File: src/include/tedr_consts.vh
`ifndef TEDR_CONSTS_VH
`define TEDR_CONSTS_VH

// ------------------------------------------------------------
// register byte addresses
// ------------------------------------------------------------
`define TEDR_ADDR_INJECT        12'h000
`define TEDR_ADDR_PC_VIEW       12'h004
`define TEDR_ADDR_SNAPSHOT      12'h008
`define TEDR_ADDR_W             12

// ------------------------------------------------------------
// snapshot field positions
// ------------------------------------------------------------
`define TEDR_SNAP_EAU_V         31
`define TEDR_SNAP_EAU_N         30
`define TEDR_SNAP_EAU_C         29
`define TEDR_SNAP_EAU_Z         28
`define TEDR_SNAP_MD_V          27
`define TEDR_SNAP_MD_N          26
`define TEDR_SNAP_MD_C          25
`define TEDR_SNAP_MD_Z          24
`define TEDR_SNAP_TRANSITION_LATCH_ONE          23
`define TEDR_SNAP_TRANSITION_LATCH_TWO          22
`define TEDR_SNAP_MATCH_LATCH_ONE          21
`define TEDR_SNAP_MATCH_LATCH_TWO          20
`define TEDR_SNAP_LINK          19
`define TEDR_SNAP_SEMA          18
`define TEDR_SNAP_FM_HI         17
`define TEDR_SNAP_FM_LO         16
`define TEDR_SNAP_SRB           15
`define TEDR_SNAP_HSR_HI        14
`define TEDR_SNAP_HSR_LO        12
`define TEDR_SNAP_RES0          11
`define TEDR_SNAP_RES1          10
`define TEDR_SNAP_MEN1          9
`define TEDR_SNAP_MEN2          8
`define TEDR_SNAP_ITDL          7
`define TEDR_SNAP_INTERNAL_MATCH_ONE         6
`define TEDR_SNAP_INTERNAL_MATCH_TWO         5
`define TEDR_SNAP_PSS           4
`define TEDR_SNAP_FILTERED_INPUT_STATE          3
`define TEDR_SNAP_OUTPUT_PIN_STATE          2
`define TEDR_SNAP_OBE           1
`define TEDR_SNAP_SPARE         0

// ------------------------------------------------------------
// reset values
// ------------------------------------------------------------
`define TEDR_RST_WORD           32'h0000_0000
`define TEDR_RST_HSR            3'h0

`endif

File: src/tedr_debug_regs.v
// Overview of operation
// writes to the inject register while the engine runs are dropped silently
// halted write places the word on the microinstruction register and runs it
// injected thread-end instructions are flagged so the engine ignores them
// reading the inject register always returns zero
// counter view is read-only, shows the counter when halted, else zero
// flag snapshot is read-only, current channel flags when halted, else zero
// bits 31..28 show arithmetic unit overflow, negative, carry, zero
// bits 27..24 show multiply/divide overflow, negative, carry, zero
// bits 23..20 show branch-visible transition 1,2 and match 1,2 latches
// bit 19 shows a link event to the serviced channel
// bit 18 shows the channel semaphore flag
// bits 17..16 mirror the channel function mode field
// bit 15 shows the service request block flag
// bits 14..12 hold host request captured at entry point selection
// bits 11 and 10 show the two state resolution flags
// bits 9 and 8 show match enables for events one and two
// bits 7..5 show internal transition (merged) and internal match latches
// bits 4..1 show pin sampled, filtered input, output pin, drive enable
// bit 0 always reads zero
`timescale 1ns/1ps
`default_nettype none
`include "tedr_consts.vh"

module tedr_debug_regs #(
  parameter [31:0] END_MASK  = 32'hF000_0000,
  parameter [31:0] END_MATCH = 32'hF000_0000,
  parameter        PC_W      = 14
) (
  // clock, reset, enable
  input  wire                 core_clk,
  input  wire                 rst,
  input  wire                 ce,

  // apb slave
  input  wire                 psel,
  input  wire                 penable,
  input  wire                 pwrite,
  input  wire [31:0]          paddr,
  input  wire [31:0]          pwdata,
  input  wire [3:0]           pstrb,
  output wire                 pready,
  output wire                 pslverr,
  output reg  [31:0]          prdata,

  // engine state
  input  wire                 engine_halted,
  input  wire [PC_W-1:0]      microprogram_counter,

  // microinstruction injection
  output reg  [31:0]          inject_word,
  output reg                  inject_exec,
  output reg                  inject_end_ignore,

  // arithmetic unit flags
  input  wire                 exec_arith_overflow,
  input  wire                 exec_arith_negative,
  input  wire                 exec_arith_carry,
  input  wire                 exec_arith_zero,

  // multiply/divide flags
  input  wire                 muldiv_overflow,
  input  wire                 muldiv_negative,
  input  wire                 muldiv_carry,
  input  wire                 muldiv_zero,

  // branch-visible latches
  input  wire                 transition_latch_one,
  input  wire                 transition_latch_two,
  input  wire                 match_latch_one,
  input  wire                 match_latch_two,

  // channel control flags
  input  wire                 link_service_flag,
  input  wire                 semaphore_flag,
  input  wire [1:0]           function_mode_bits,
  input  wire                 service_request_block,
  input  wire                 entry_point_select,
  input  wire [2:0]           host_request_live,
  input  wire                 state_resolution_bit_zero,
  input  wire                 state_resolution_bit_one,
  input  wire                 match_enable_one,
  input  wire                 match_enable_two,

  // internal latches
  input  wire                 internal_transition_one,
  input  wire                 internal_transition_two,
  input  wire                 internal_match_one,
  input  wire                 internal_match_two,

  // pin state
  input  wire                 pin_sampled_flag,
  input  wire                 filtered_input_state,
  input  wire                 output_pin_state,
  input  wire                 output_drive_enable
);

  // ------------------------------------------------------------
  // bus phase tracking
  // ------------------------------------------------------------
  // an access only completes after a setup cycle seen by this block;
  // a stray penable, e.g. from a master that ran on through a reset
  // of this block, then cannot fire an injection
  localparam BUS_IDLE   = 1'h0;
  localparam BUS_ACCESS = 1'h1;

  reg bus_state_reg;
  reg bus_state_next;

  always @*
  begin
    bus_state_next = bus_state_reg;
    case (bus_state_reg)
      BUS_IDLE:
      begin
        if (psel & ~penable)
        begin
          bus_state_next = BUS_ACCESS;
        end
      end
      BUS_ACCESS:
      begin
        if (psel & ~penable)
        begin
          // the master restarted with a fresh setup cycle
          bus_state_next = BUS_ACCESS;
        end
        else
        begin
          // completed with zero waits, or abandoned
          bus_state_next = BUS_IDLE;
        end
      end
    endcase
  end

  always @(posedge core_clk or posedge rst)
  begin
    if (rst)
    begin
      bus_state_reg <= BUS_IDLE;
    end
    else if (ce)
    begin
      bus_state_reg <= bus_state_next;
    end
  end

  // ------------------------------------------------------------
  // bus phase decode
  // ------------------------------------------------------------
  wire [`TEDR_ADDR_W-1:0] addr_low;
  wire                    addr_hit_inject;
  wire                    addr_hit_pc;
  wire                    addr_hit_snap;
  wire                    addr_mapped;
  wire                    setup_phase;
  wire                    access_done;
  wire                    write_done;
  reg                     map_err_reg;

  assign addr_low    = paddr[`TEDR_ADDR_W-1:0];
  // upper address bits are ignored so the block aliases in its window
  assign addr_hit_inject = (addr_low == `TEDR_ADDR_INJECT);
  assign addr_hit_pc     = (addr_low == `TEDR_ADDR_PC_VIEW);
  assign addr_hit_snap   = (addr_low == `TEDR_ADDR_SNAPSHOT);
  assign addr_mapped = addr_hit_inject | addr_hit_pc | addr_hit_snap;

  assign setup_phase = ce & psel & ~penable;
  // zero wait states; a frozen block holds the master off
  assign pready      = ce;
  assign access_done = ce & psel & penable & (bus_state_reg == BUS_ACCESS);
  assign write_done  = access_done & pwrite;
  assign pslverr     = psel & penable & map_err_reg;

  // ------------------------------------------------------------
  // host request captured at entry point selection
  // ------------------------------------------------------------
  reg [2:0] entry_hsr_reg;
  reg [2:0] entry_hsr_next;

  always @*
  begin
    entry_hsr_next = entry_hsr_reg;
    // the live request may change mid-thread; only the chosen value counts
    if (entry_point_select)
    begin
      entry_hsr_next = host_request_live;
    end
  end

  always @(posedge core_clk or posedge rst)
  begin
    if (rst)
    begin
      entry_hsr_reg <= `TEDR_RST_HSR;
    end
    else if (ce)
    begin
      entry_hsr_reg <= entry_hsr_next;
    end
  end

  // ------------------------------------------------------------
  // snapshot assembly
  // ------------------------------------------------------------
  reg [31:0] snap_word;

  always @*
  begin
    snap_word = `TEDR_RST_WORD;
    snap_word[`TEDR_SNAP_EAU_V] = exec_arith_overflow;
    snap_word[`TEDR_SNAP_EAU_N] = exec_arith_negative;
    snap_word[`TEDR_SNAP_EAU_C] = exec_arith_carry;
    snap_word[`TEDR_SNAP_EAU_Z] = exec_arith_zero;
    snap_word[`TEDR_SNAP_MD_V]  = muldiv_overflow;
    snap_word[`TEDR_SNAP_MD_N]  = muldiv_negative;
    snap_word[`TEDR_SNAP_MD_C]  = muldiv_carry;
    snap_word[`TEDR_SNAP_MD_Z]  = muldiv_zero;
    snap_word[`TEDR_SNAP_TRANSITION_LATCH_ONE]  = transition_latch_one;
    snap_word[`TEDR_SNAP_TRANSITION_LATCH_TWO]  = transition_latch_two;
    snap_word[`TEDR_SNAP_MATCH_LATCH_ONE]  = match_latch_one;
    snap_word[`TEDR_SNAP_MATCH_LATCH_TWO]  = match_latch_two;
    snap_word[`TEDR_SNAP_LINK]  = link_service_flag;
    snap_word[`TEDR_SNAP_SEMA]  = semaphore_flag;
    snap_word[`TEDR_SNAP_FM_HI:`TEDR_SNAP_FM_LO] = function_mode_bits;
    snap_word[`TEDR_SNAP_SRB]   = service_request_block;
    snap_word[`TEDR_SNAP_HSR_HI:`TEDR_SNAP_HSR_LO] = entry_hsr_reg;
    snap_word[`TEDR_SNAP_RES0]  = state_resolution_bit_zero;
    snap_word[`TEDR_SNAP_RES1]  = state_resolution_bit_one;
    snap_word[`TEDR_SNAP_MEN1]  = match_enable_one;
    snap_word[`TEDR_SNAP_MEN2]  = match_enable_two;
    // both internal transition latches share one bit position, so or them
    snap_word[`TEDR_SNAP_ITDL]  = internal_transition_one
                                | internal_transition_two;
    snap_word[`TEDR_SNAP_INTERNAL_MATCH_ONE] = internal_match_one;
    snap_word[`TEDR_SNAP_INTERNAL_MATCH_TWO] = internal_match_two;
    snap_word[`TEDR_SNAP_PSS]   = pin_sampled_flag;
    snap_word[`TEDR_SNAP_FILTERED_INPUT_STATE]  = filtered_input_state;
    snap_word[`TEDR_SNAP_OUTPUT_PIN_STATE]  = output_pin_state;
    snap_word[`TEDR_SNAP_OBE]   = output_drive_enable;
    snap_word[`TEDR_SNAP_SPARE] = 1'b0;
  end

  // ------------------------------------------------------------
  // read mux
  // ------------------------------------------------------------
  reg [31:0] rd_next;

  always @*
  begin
    rd_next = `TEDR_RST_WORD;
    if (addr_hit_inject)
    begin
      rd_next = `TEDR_RST_WORD;
    end
    else if (addr_hit_pc)
    begin
      if (engine_halted)
      begin
        rd_next[PC_W-1:0] = microprogram_counter;
      end
    end
    else if (addr_hit_snap)
    begin
      if (engine_halted)
      begin
        rd_next = snap_word;
      end
    end
  end

  // ------------------------------------------------------------
  // read data and error, loaded in the setup cycle
  // ------------------------------------------------------------
  // loading at setup keeps prdata a flop output and allows zero waits;
  // the value reflects engine state one edge before completion
  always @(posedge core_clk or posedge rst)
  begin
    if (rst)
    begin
      prdata      <= `TEDR_RST_WORD;
      map_err_reg <= 1'b0;
    end
    else if (setup_phase)
    begin
      map_err_reg <= ~addr_mapped;
      if (pwrite)
      begin
        prdata <= `TEDR_RST_WORD;
      end
      else
      begin
        prdata <= rd_next;
      end
    end
  end

  // ------------------------------------------------------------
  // microinstruction injection
  // ------------------------------------------------------------
  wire inject_take;
  wire inject_is_end;

  // writes to the read-only views and unmapped writes change nothing
  assign inject_take   = write_done & addr_hit_inject & engine_halted;
  assign inject_is_end = ((pwdata & END_MASK) == END_MATCH);

  always @(posedge core_clk or posedge rst)
  begin
    if (rst)
    begin
      inject_word       <= `TEDR_RST_WORD;
      inject_exec       <= 1'b0;
      inject_end_ignore <= 1'b0;
    end
    else if (ce)
    begin
      inject_exec <= inject_take;
      if (inject_take)
      begin
        // partial strobes still load the whole word: the engine needs
        // a complete instruction and has no read-back path to merge with
        inject_word       <= pwdata;
        inject_end_ignore <= inject_is_end;
      end
    end
  end

endmodule // tedr_debug_regs

`default_nettype wire

File: config.mk
export PLATFORM = sky130hd
export DESIGN_NAME = tedr_debug_regs
export DESIGN_NICKNAME = d
export VERILOG_FILES = /design/src/tedr_debug_regs.v
export VERILOG_INCLUDE_DIRS = /design/src /design/src/include
export SDC_FILE = /design/constraint.sdc
export NUM_CORES = 1
export LEC_CHECK = 0
export CAP_MARGIN = 20
export CORE_AREA = 3 3 72 91
export DETAILED_ROUTE_END_ITERATION = 12
export DIE_AREA = 0 0 75 94
export DONT_BUFFER_PORTS = 1
export PLACE_DENSITY = 0.77
export SLEW_MARGIN = 0
export SYNTH_ARGS = -nofsm -noshare
export SYNTH_HDL_FRONTEND = slang
export SYNTH_SLANG_ARGS = --single-unit
export TNS_END_PERCENT = 5
File: constraint.sdc
create_clock -name core_clk -period 2.2 [get_ports core_clk]
set_input_delay 0.44 -clock core_clk [delete_from_list [all_inputs] [get_ports core_clk]]
set_output_delay 0.44 -clock core_clk [all_outputs]
set_load 0.005 [all_outputs]
==> results of run 1 <==
how the worst max path moves through the flow:
stage / slack, ps / endpoint / start
2_1_floorplan: -0.4 / inject_word[10] / paddr[1]
3_3_place_gp: -320 / inject_word[12] / paddr[5]
3_5_place_dp: -280 / inject_word[14] / paddr[5]
4_1_cts: 70 / inject_word[14] / paddr[5]
5_1_grt: 7 / inject_word[14] / paddr[5]
6_report: 100 / inject_word[8] / paddr[5]
metrics by stage:
| stage | util (%) | setup TNS, ps | area (um2) |
|---|---|---|---|
| 2_1_floorplan | - | -7.56 | 2950 |
| 4_1_cts | 56.5 | 0 | 3260 |
| 3_5_place_dp | 52.9 | -8520 | 3060 |
| 5_1_grt | 56.5 | 0 | 3260 |
| 3_3_place_gp | 52.9 | -9850 | 3060 |
| 6_report | 56.5 | 0 | 3260 |
routing by layer:
layer	track usage, %	vias up
li1	-	778
met1	21.8	878
met2	29.4	106
met3	6.53	11
met4	9.20	0
met5	0	-
cell type report:
type                       count  area (um2)
clock inverter                 6        70.1
fill                         469        2520
sequential                    71        1780
inverter                       4        18.8
tap                           66        82.6
timing repair buffer          13         123
multi-input combinational    120        1050
clock buffer                  10         138
power groups by stage:
stage | combinational (W) | clock (W) | sequential [W]
after global placement | 0.0000719 | 0 | 0.00134
after global routing | 0.0000824 | 0.00116 | 0.00132
after CTS | 0.0000744 | 0.00109 | 0.00132
after floorplan | 0.0000523 | 0 | 0.00134
after detailed placement | 0.0000745 | 0 | 0.00134
final | 0.0000714 | 0.00106 | 0.00132
layout by cell type (no fill, tap or decap), types with 2 or more instances in the layout:
master	Yosys	final
sky130_fd_sc_hd__dfrtp_1	71	71
sky130_fd_sc_hd__mux2_4	28	28
sky130_fd_sc_hd__nand2_1	18	18
sky130_fd_sc_hd__a22o_1	18	18
sky130_fd_sc_hd__o21ai_0	16	16
sky130_fd_sc_hd__a22oi_1	12	12
sky130_fd_sc_hd__buf_4	1	11
sky130_fd_sc_hd__clkbuf_8	0	10
sky130_fd_sc_hd__mux2_2	7	7
sky130_fd_sc_hd__clkinvlp_4	0	4
sky130_fd_sc_hd__nand4_1	3	3
sky130_fd_sc_hd__inv_1	4	3
sky130_fd_sc_hd__nor4_1	2	2
sky130_fd_sc_hd__nor2b_1	2	2
sky130_fd_sc_hd__nor4b_2	0	2
sky130_fd_sc_hd__a21oi_1	2	2
sky130_fd_sc_hd__clkinv_4	0	2
sky130_fd_sc_hd__buf_12	3	2
cell families after synthesis:
group                  Yosys count  synth area share, %
AO/OA/AOI/OAI                   50                 12.0
buffers and inverters           17                 4.21
multiplexers                    36                 17.3
flip-flops                      71                 60.4
AND/OR/NAND/NOR                 34                 6.04
==> metrics.txt, run 1 <==
# TYPE chip_impl_metric gauge
chip_impl_info{name="path_common_cell",value="sky130_fd_sc_hd__buf_4"} 1
chip_impl_metric{name="synth_top_area_share",unit="%"} 60.4
chip_impl_metric{name="antenna_violating_nets_post_route",unit=""} 0
chip_impl_metric{name="final.min_clock_period",unit="ps"} 2100
chip_impl_metric{name="area.growth.synth_to_final",unit="%"} 10.9
chip_impl_metric{name="report.final.slew_viol_count",unit=""} 0
chip_impl_metric{name="clockPowerShare",unit="%"} 43.4
chip_impl_metric{name="synth_area",unit="um2"} 2940
chip_impl_metric{name="antenna_cells_inserted",unit=""} 0
chip_impl_info{name="yosysMostFrequentCell",value="sky130_fd_sc_hd__dfrtp_1"} 1
chip_impl_metric{name="drt_first_pass_iters",unit=""} 5
chip_impl_metric{name="tritoncts.num_buffers",unit=""} 9
chip_impl_metric{name="warning_count_from_the_yosys_run",unit=""} 0
chip_impl_metric{name="worst_slew_pin_slew",unit="ps"} 546
chip_impl_metric{name="seq_cells_post_synth",unit=""} 71
chip_impl_info{name="critical_path.slowest_cell",value="sky130_fd_sc_hd__or4_2"} 1
chip_impl_metric{name="met3_wirelength",unit="um"} 588
chip_impl_info{name="synth.top_cells.by_area",value="sky130_fd_sc_hd__dfrtp_1, sky130_fd_sc_hd__mux2_4, sky130_fd_sc_hd__a22o_1"} 1
chip_impl_info{name="hp-class",value="in -> async"} 1
chip_impl_metric{name="synth_unique_cells",unit=""} 26
chip_impl_metric{name="maximum_resistive_drop_on_vdd",unit="uV"} 516
chip_impl_metric{name="clock.fmax",unit="MHz"} 476
chip_impl_metric{name="wire_length_of_the_first_global_routing_pass",unit="mm"} 9.41
chip_impl_metric{name="num_vias",unit=""} 1773
chip_impl_metric{name="slowest_delay",unit="ps"} 710
chip_impl_metric{name="core-area",unit="um2"} 5780
chip_impl_metric{name="switching_power_share_of_the_total",unit="%"} 22.7
chip_impl_metric{name="syn_avg_cell_area",unit="um2"} 14.1
chip_impl_metric{name="layout.nets",unit=""} 341
chip_impl_metric{name="clk_pin_slew",unit="ps"} 80
chip_impl_info{name="crit-reg2reg-launch",value="bus_state_reg"} 1
chip_impl_metric{name="grtUsageTotal",unit="%"} 18.5
chip_impl_metric{name="ctsResizeCount",unit=""} 0
chip_impl_info{name="cts_root_buffer",value="sky130_fd_sc_hd__clkbuf_8"} 1
chip_impl_metric{name="timing.critical_path.arrival",unit="ps"} 2320
chip_impl_metric{name="intPower",unit="W"} 0.00190
chip_impl_info{name="yosys_most_used_dff",value="sky130_fd_sc_hd__dfrtp_1"} 1
chip_impl_info{name="crit_path_start_kind",value="input pin"} 1
chip_impl_metric{name="met2WireLength",unit="mm"} 3.41
chip_impl_info{name="cpLargestDelayFamily",value="simple AND/OR/NAND/NOR gates"} 1
chip_impl_metric{name="floorplan.io_pins",unit=""} 190
chip_impl_info{name="synth_commonest_cells",value="sky130_fd_sc_hd__dfrtp_1, sky130_fd_sc_hd__mux2_4, sky130_fd_sc_hd__a22o_1, sky130_fd_sc_hd__nand2_1, sky130_fd_sc_hd__o21ai_0"} 1
chip_impl_info{name="status",value="finished clean"} 1
chip_impl_metric{name="antenna_violations_before_repair",unit=""} 0
chip_impl_metric{name="die_x",unit="um"} 75
chip_impl_metric{name="gp_congestion",unit=""} 0.738
chip_impl_info{name="grt_setup_unrepaired",value="false"} 1
chip_impl_metric{name="non_filler_instances",unit=""} 290
chip_impl_metric{name="route.layer.met1.wl",unit="mm"} 2.53
chip_impl_metric{name="postCtsHoldBufs",unit=""} 0
chip_impl_metric{name="starting_density",unit="%"} 50.9
chip_impl_metric{name="power.leakage",unit="nW"} 1.61
chip_impl_metric{name="routed_wl",unit="mm"} 6.66
chip_impl_metric{name="synth-edff-count",unit=""} 0
chip_impl_metric{name="cp.buffers_inverters",unit=""} 2
chip_impl_metric{name="combinationalPowerShare",unit="%"} 2.9
chip_impl_info{name="path_class",value="in -> reg"} 1
chip_impl_metric{name="postCtsSetupRepairBufs",unit=""} 0
chip_impl_metric{name="timing.critical_path.depth",unit=""} 6
chip_impl_metric{name="hold_violations",unit=""} 0
chip_impl_metric{name="synth_seq_area_share",unit="%"} 60.4
chip_impl_metric{name="max_cap_violations",unit=""} 0
chip_impl_info{name="regToRegEndpoint",value="inject_word[8]"} 1
chip_impl_metric{name="clock_sinks",unit=""} 71
chip_impl_metric{name="port_buffers",unit=""} 0
chip_impl_metric{name="first_global_vias",unit=""} 1791
chip_impl_metric{name="dpl.cell_count",unit=""} 274
chip_impl_info{name="yosysTopAreaCell",value="sky130_fd_sc_hd__dfrtp_1"} 1
chip_impl_metric{name="dpl_worst_slack",unit="ps"} -282
chip_impl_info{name="highest_layer",value="met4"} 1
chip_impl_metric{name="sequentialPowerShare",unit="%"} 53.7
chip_impl_metric{name="powerDensity",unit="nW/um2"} 752
chip_impl_info{name="crit_end_category",value="flip-flop"} 1
chip_impl_metric{name="post-route-drc-count",unit=""} 0
chip_impl_metric{name="placement_rows",unit=""} 31
chip_impl_metric{name="global_route.overflow_total",unit=""} 0
chip_impl_metric{name="fin_hold_ws",unit="ps"} 4.25
chip_impl_info{name="timing.critical_path.cells",value="nor4_1, buf_4, nand2_1, or4_2, buf_4, mux2_4"} 1
chip_impl_metric{name="r2r_slack",unit="ps"} 470
chip_impl_metric{name="cp_data_required_time",unit="ps"} 2420
chip_impl_metric{name="worst-r2r-cell-count",unit=""} 4
chip_impl_metric{name="timing.clock.skew",unit="ps"} 5.57
chip_impl_metric{name="drt-vias-per-instance",unit=""} 6.11
chip_impl_metric{name="detail_route.iter0.violations",unit=""} 119
chip_impl_metric{name="dpl.hpwl",unit="mm"} 5.02
chip_impl_metric{name="wl_per_cell",unit="um"} 23.0
chip_impl_info{name="clock_tree_from_tritoncts",value="yes"} 1
chip_impl_metric{name="htree_num_levels",unit=""} 3
chip_impl_metric{name="clk_path_buf_depth",unit=""} 2
chip_impl_metric{name="dieArea",unit="um2"} 7050
chip_impl_metric{name="finalSetupViolations",unit=""} 0
chip_impl_metric{name="post-route-period-util",unit="%"} 95.4
chip_impl_metric{name="worstSkewPairLatency",unit="ps"} 340
chip_impl_metric{name="crit_fanout",unit=""} 10
chip_impl_metric{name="ys_async_sr_fraction",unit="%"} 100
chip_impl_metric{name="syn-num-nets",unit=""} 330
chip_impl_metric{name="relSlewSlack",unit="%"} 62.7
chip_impl_metric{name="power.switching",unit="W"} 0.000556
chip_impl_metric{name="netlist_instances",unit=""} 208
chip_impl_metric{name="grt_max_degree",unit=""} 32
chip_impl_metric{name="report.power.total",unit="W"} 0.00245
chip_impl_metric{name="layout-drive-gt1-share",unit="%"} 30.4
chip_impl_metric{name="chipHeight",unit="um"} 94
chip_impl_metric{name="least_setup_slack_across_all_paths_after_layout",unit="ps"} 100
(Power assumes the default switching activity.)
==> run 2, diff against run 1 <==
- CORE_AREA: 3 3 72 91 -> 3 3 92 72
- DIE_AREA: 0 0 75 94 -> 0 0 95 75
- PLACE_DENSITY: 0.77 -> 0.74
- clock period: 2.2 -> 2.05 ns (I/O delays scaled with it)
==> run 2 against run 1 <==
Register-to-register slack got worse by 130 ps; clock power is 32% higher; flip-flop and latch count stayed put; sequential power increased by 8%.
==> metrics.txt, run 2 (synthesized netlist as in run 1, its figures left out) <==
# TYPE chip_impl_metric gauge
chip_impl_metric{name="starting_density",unit="%"} 50.8
chip_impl_metric{name="max_cap_violations",unit=""} 0
chip_impl_metric{name="worst_slew_pin_slew",unit="ps"} 442
chip_impl_metric{name="dpl.cell_count",unit=""} 283
chip_impl_info{name="crit_end_category",value="flip-flop"} 1
chip_impl_metric{name="core-area",unit="um2"} 5800
chip_impl_info{name="clock_tree_from_tritoncts",value="yes"} 1
chip_impl_metric{name="final.min_clock_period",unit="ps"} 2020
chip_impl_metric{name="grt_max_degree",unit=""} 36
chip_impl_metric{name="non_filler_instances",unit=""} 300
chip_impl_metric{name="powerDensity",unit="nW/um2"} 869
chip_impl_metric{name="floorplan.io_pins",unit=""} 190
chip_impl_metric{name="wl_per_cell",unit="um"} 21.0
chip_impl_info{name="hp-class",value="in -> reg"} 1
chip_impl_metric{name="timing.clock.skew",unit="ps"} 7.10
chip_impl_metric{name="htree_num_levels",unit=""} 3
chip_impl_metric{name="dieArea",unit="um2"} 7130
chip_impl_metric{name="gp_congestion",unit=""} 0.678
chip_impl_metric{name="postCtsSetupRepairBufs",unit=""} 0
chip_impl_metric{name="wire_length_of_the_first_global_routing_pass",unit="mm"} 9.37
chip_impl_metric{name="die_x",unit="um"} 95
chip_impl_info{name="final_common_cell",value="sky130_fd_sc_hd__dfrtp_1"} 1
chip_impl_info{name="timing.critical_path.cells",value="or4_1, or4_2, buf_12, mux2_4"} 1
chip_impl_metric{name="worstSkewPairLatency",unit="ps"} 330
chip_impl_info{name="status",value="finished clean"} 1
chip_impl_metric{name="gr-usage-met2",unit="%"} 29.8
chip_impl_metric{name="dpl.hpwl",unit="mm"} 4.67
chip_impl_metric{name="clk_path_buf_depth",unit=""} 2
chip_impl_metric{name="chipHeight",unit="um"} 75
chip_impl_metric{name="clock.fmax",unit="MHz"} 496
chip_impl_metric{name="relSlewSlack",unit="%"} 69.8
chip_impl_metric{name="filler_cell_count",unit=""} 460
chip_impl_info{name="cts_root_buffer",value="sky130_fd_sc_hd__clkbuf_8"} 1
chip_impl_metric{name="tritoncts.num_buffers",unit=""} 9
chip_impl_metric{name="layout.nets",unit=""} 339
chip_impl_metric{name="drt_first_pass_iters",unit=""} 4
chip_impl_metric{name="port_buffers",unit=""} 0
chip_impl_metric{name="antenna_cells_inserted",unit=""} 0
chip_impl_metric{name="antenna_violating_nets_post_route",unit=""} 0
chip_impl_metric{name="report.final.slew_viol_count",unit=""} 0
chip_impl_metric{name="hold_violations",unit=""} 0
chip_impl_info{name="crit_path_start_kind",value="input pin"} 1
chip_impl_metric{name="detail_route.iter0.violations",unit=""} 35
chip_impl_metric{name="area.growth.synth_to_final",unit="%"} 13.4
chip_impl_metric{name="dpl_worst_slack",unit="ps"} -344
chip_impl_metric{name="num_vias",unit=""} 1718
chip_impl_metric{name="grtUsageTotal",unit="%"} 18.0
chip_impl_metric{name="post-route-drc-count",unit=""} 0
chip_impl_metric{name="finalSetupViolations",unit=""} 0
chip_impl_metric{name="use_met3",unit="%"} 11.2
chip_impl_metric{name="crit_fanout",unit=""} 34
chip_impl_metric{name="drt-vias-per-instance",unit=""} 5.73
chip_impl_metric{name="cp.buffers_inverters",unit=""} 1
chip_impl_metric{name="least_setup_slack_across_all_paths_after_layout",unit="ps"} 34.9
chip_impl_info{name="path_class",value="in -> reg"} 1
chip_impl_info{name="grt.busiest_layer",value="met2"} 1
chip_impl_metric{name="first_global_vias",unit=""} 1794
chip_impl_metric{name="cp_data_required_time",unit="ps"} 2260
chip_impl_metric{name="final.setup.tns",unit="ps"} 0
chip_impl_metric{name="global_route.overflow_total",unit=""} 0
chip_impl_metric{name="post-route-period-util",unit="%"} 98.3
chip_impl_info{name="cpLargestDelayFamily",value="simple AND/OR/NAND/NOR gates"} 1
chip_impl_info{name="grt_setup_unrepaired",value="false"} 1
chip_impl_metric{name="layout-drive-gt1-share",unit="%"} 30.2
chip_impl_info{name="critical_path.slowest_cell",value="sky130_fd_sc_hd__or4_2"} 1
chip_impl_metric{name="placement_rows",unit=""} 24
chip_impl_metric{name="routed_wl",unit="mm"} 6.31
chip_impl_metric{name="maximum_resistive_drop_on_vdd",unit="uV"} 491
chip_impl_info{name="layout_common_cells",value="sky130_fd_sc_hd__dfrtp_1, sky130_fd_sc_hd__mux2_4, sky130_fd_sc_hd__nand2_1, sky130_fd_sc_hd__a22o_1, sky130_fd_sc_hd__o21ai_0"} 1
chip_impl_metric{name="slowest_delay",unit="ps"} 710
chip_impl_metric{name="power.leakage",unit="nW"} 1.64
chip_impl_metric{name="antenna_violations_before_repair",unit=""} 0
chip_impl_metric{name="timing.critical_path.arrival",unit="ps"} 2230
chip_impl_metric{name="clock_sinks",unit=""} 71
chip_impl_metric{name="clk_pin_slew",unit="ps"} 70
chip_impl_metric{name="met1_track_utilization_from_global_routing",unit="%"} 19.0
## run 2: layer usage
layer | wire length (um) | vias up
met4 | 113 | 0
met3 | 897 | 10
met5 | 0 | -
li1 | - | 772
met2 | 3040 | 120
met1 | 2250 | 816
## run 2: timing repair
| item | CTS | global route |
|---|---|---|
| hold buffers | 1 | 0 |
| endpoints found under the hold margin | 13 | 0 |
| resized for setup | 0 | 2 |
| setup endpoints to repair | 0 | 32 |
## run 2: cell type report
class                   instances  area [um2]  area share, %
flip-flops and latches         71        1780           53.3
multi-input cells             120        1070           32.0
clock buffers                  12         165           4.95
repair buffers                 11         110           3.30
clock inverters                 4        98.8           2.96
well taps                      78        97.6           2.93
inverters                       4        18.8          0.563
## run 2: final timing paths
path	slack, ps	endpoint	cells after the start	from
worst max register to register	340	inject_word[18]	4	bus_state_reg
worst min-delay path	180	inject_exec	1	ce
worst max-delay path	30	inject_word[18]	4	paddr[1]
worst min register to register	510	prdata[14]	1	entry_hsr_reg[2]
max in group asynchronous	950	prdata[18]	3	rst
min in group asynchronous	530	prdata[25]	2	rst
## run 2: power breakdown
part	leakage, nW	switching [W]	total (W)	internal (W)
Combinational	0.532	0.0000478	0.0000779	0.0000301
Sequential	0.974	0.00000552	0.00142	0.00141
Clock	0.133	0.000491	0.00140	0.000913
Total	1.64	0.000544	0.00290	0.00235
## run 2: through the flow
stage | cell area, um2 | utilization [%] | hold WS [ps] | power [W]
floorplan | 2950 | - | 461 | 0.00150
global placement | 3050 | 52.6 | 278 | 0.00152
detailed placement | 3050 | 52.6 | 280 | 0.00152
CTS | 3320 | 57.3 | 159 | 0.00294
global route | 3330 | 57.5 | 150 | 0.00303
finish | 3330 | 57.5 | 181 | 0.00290
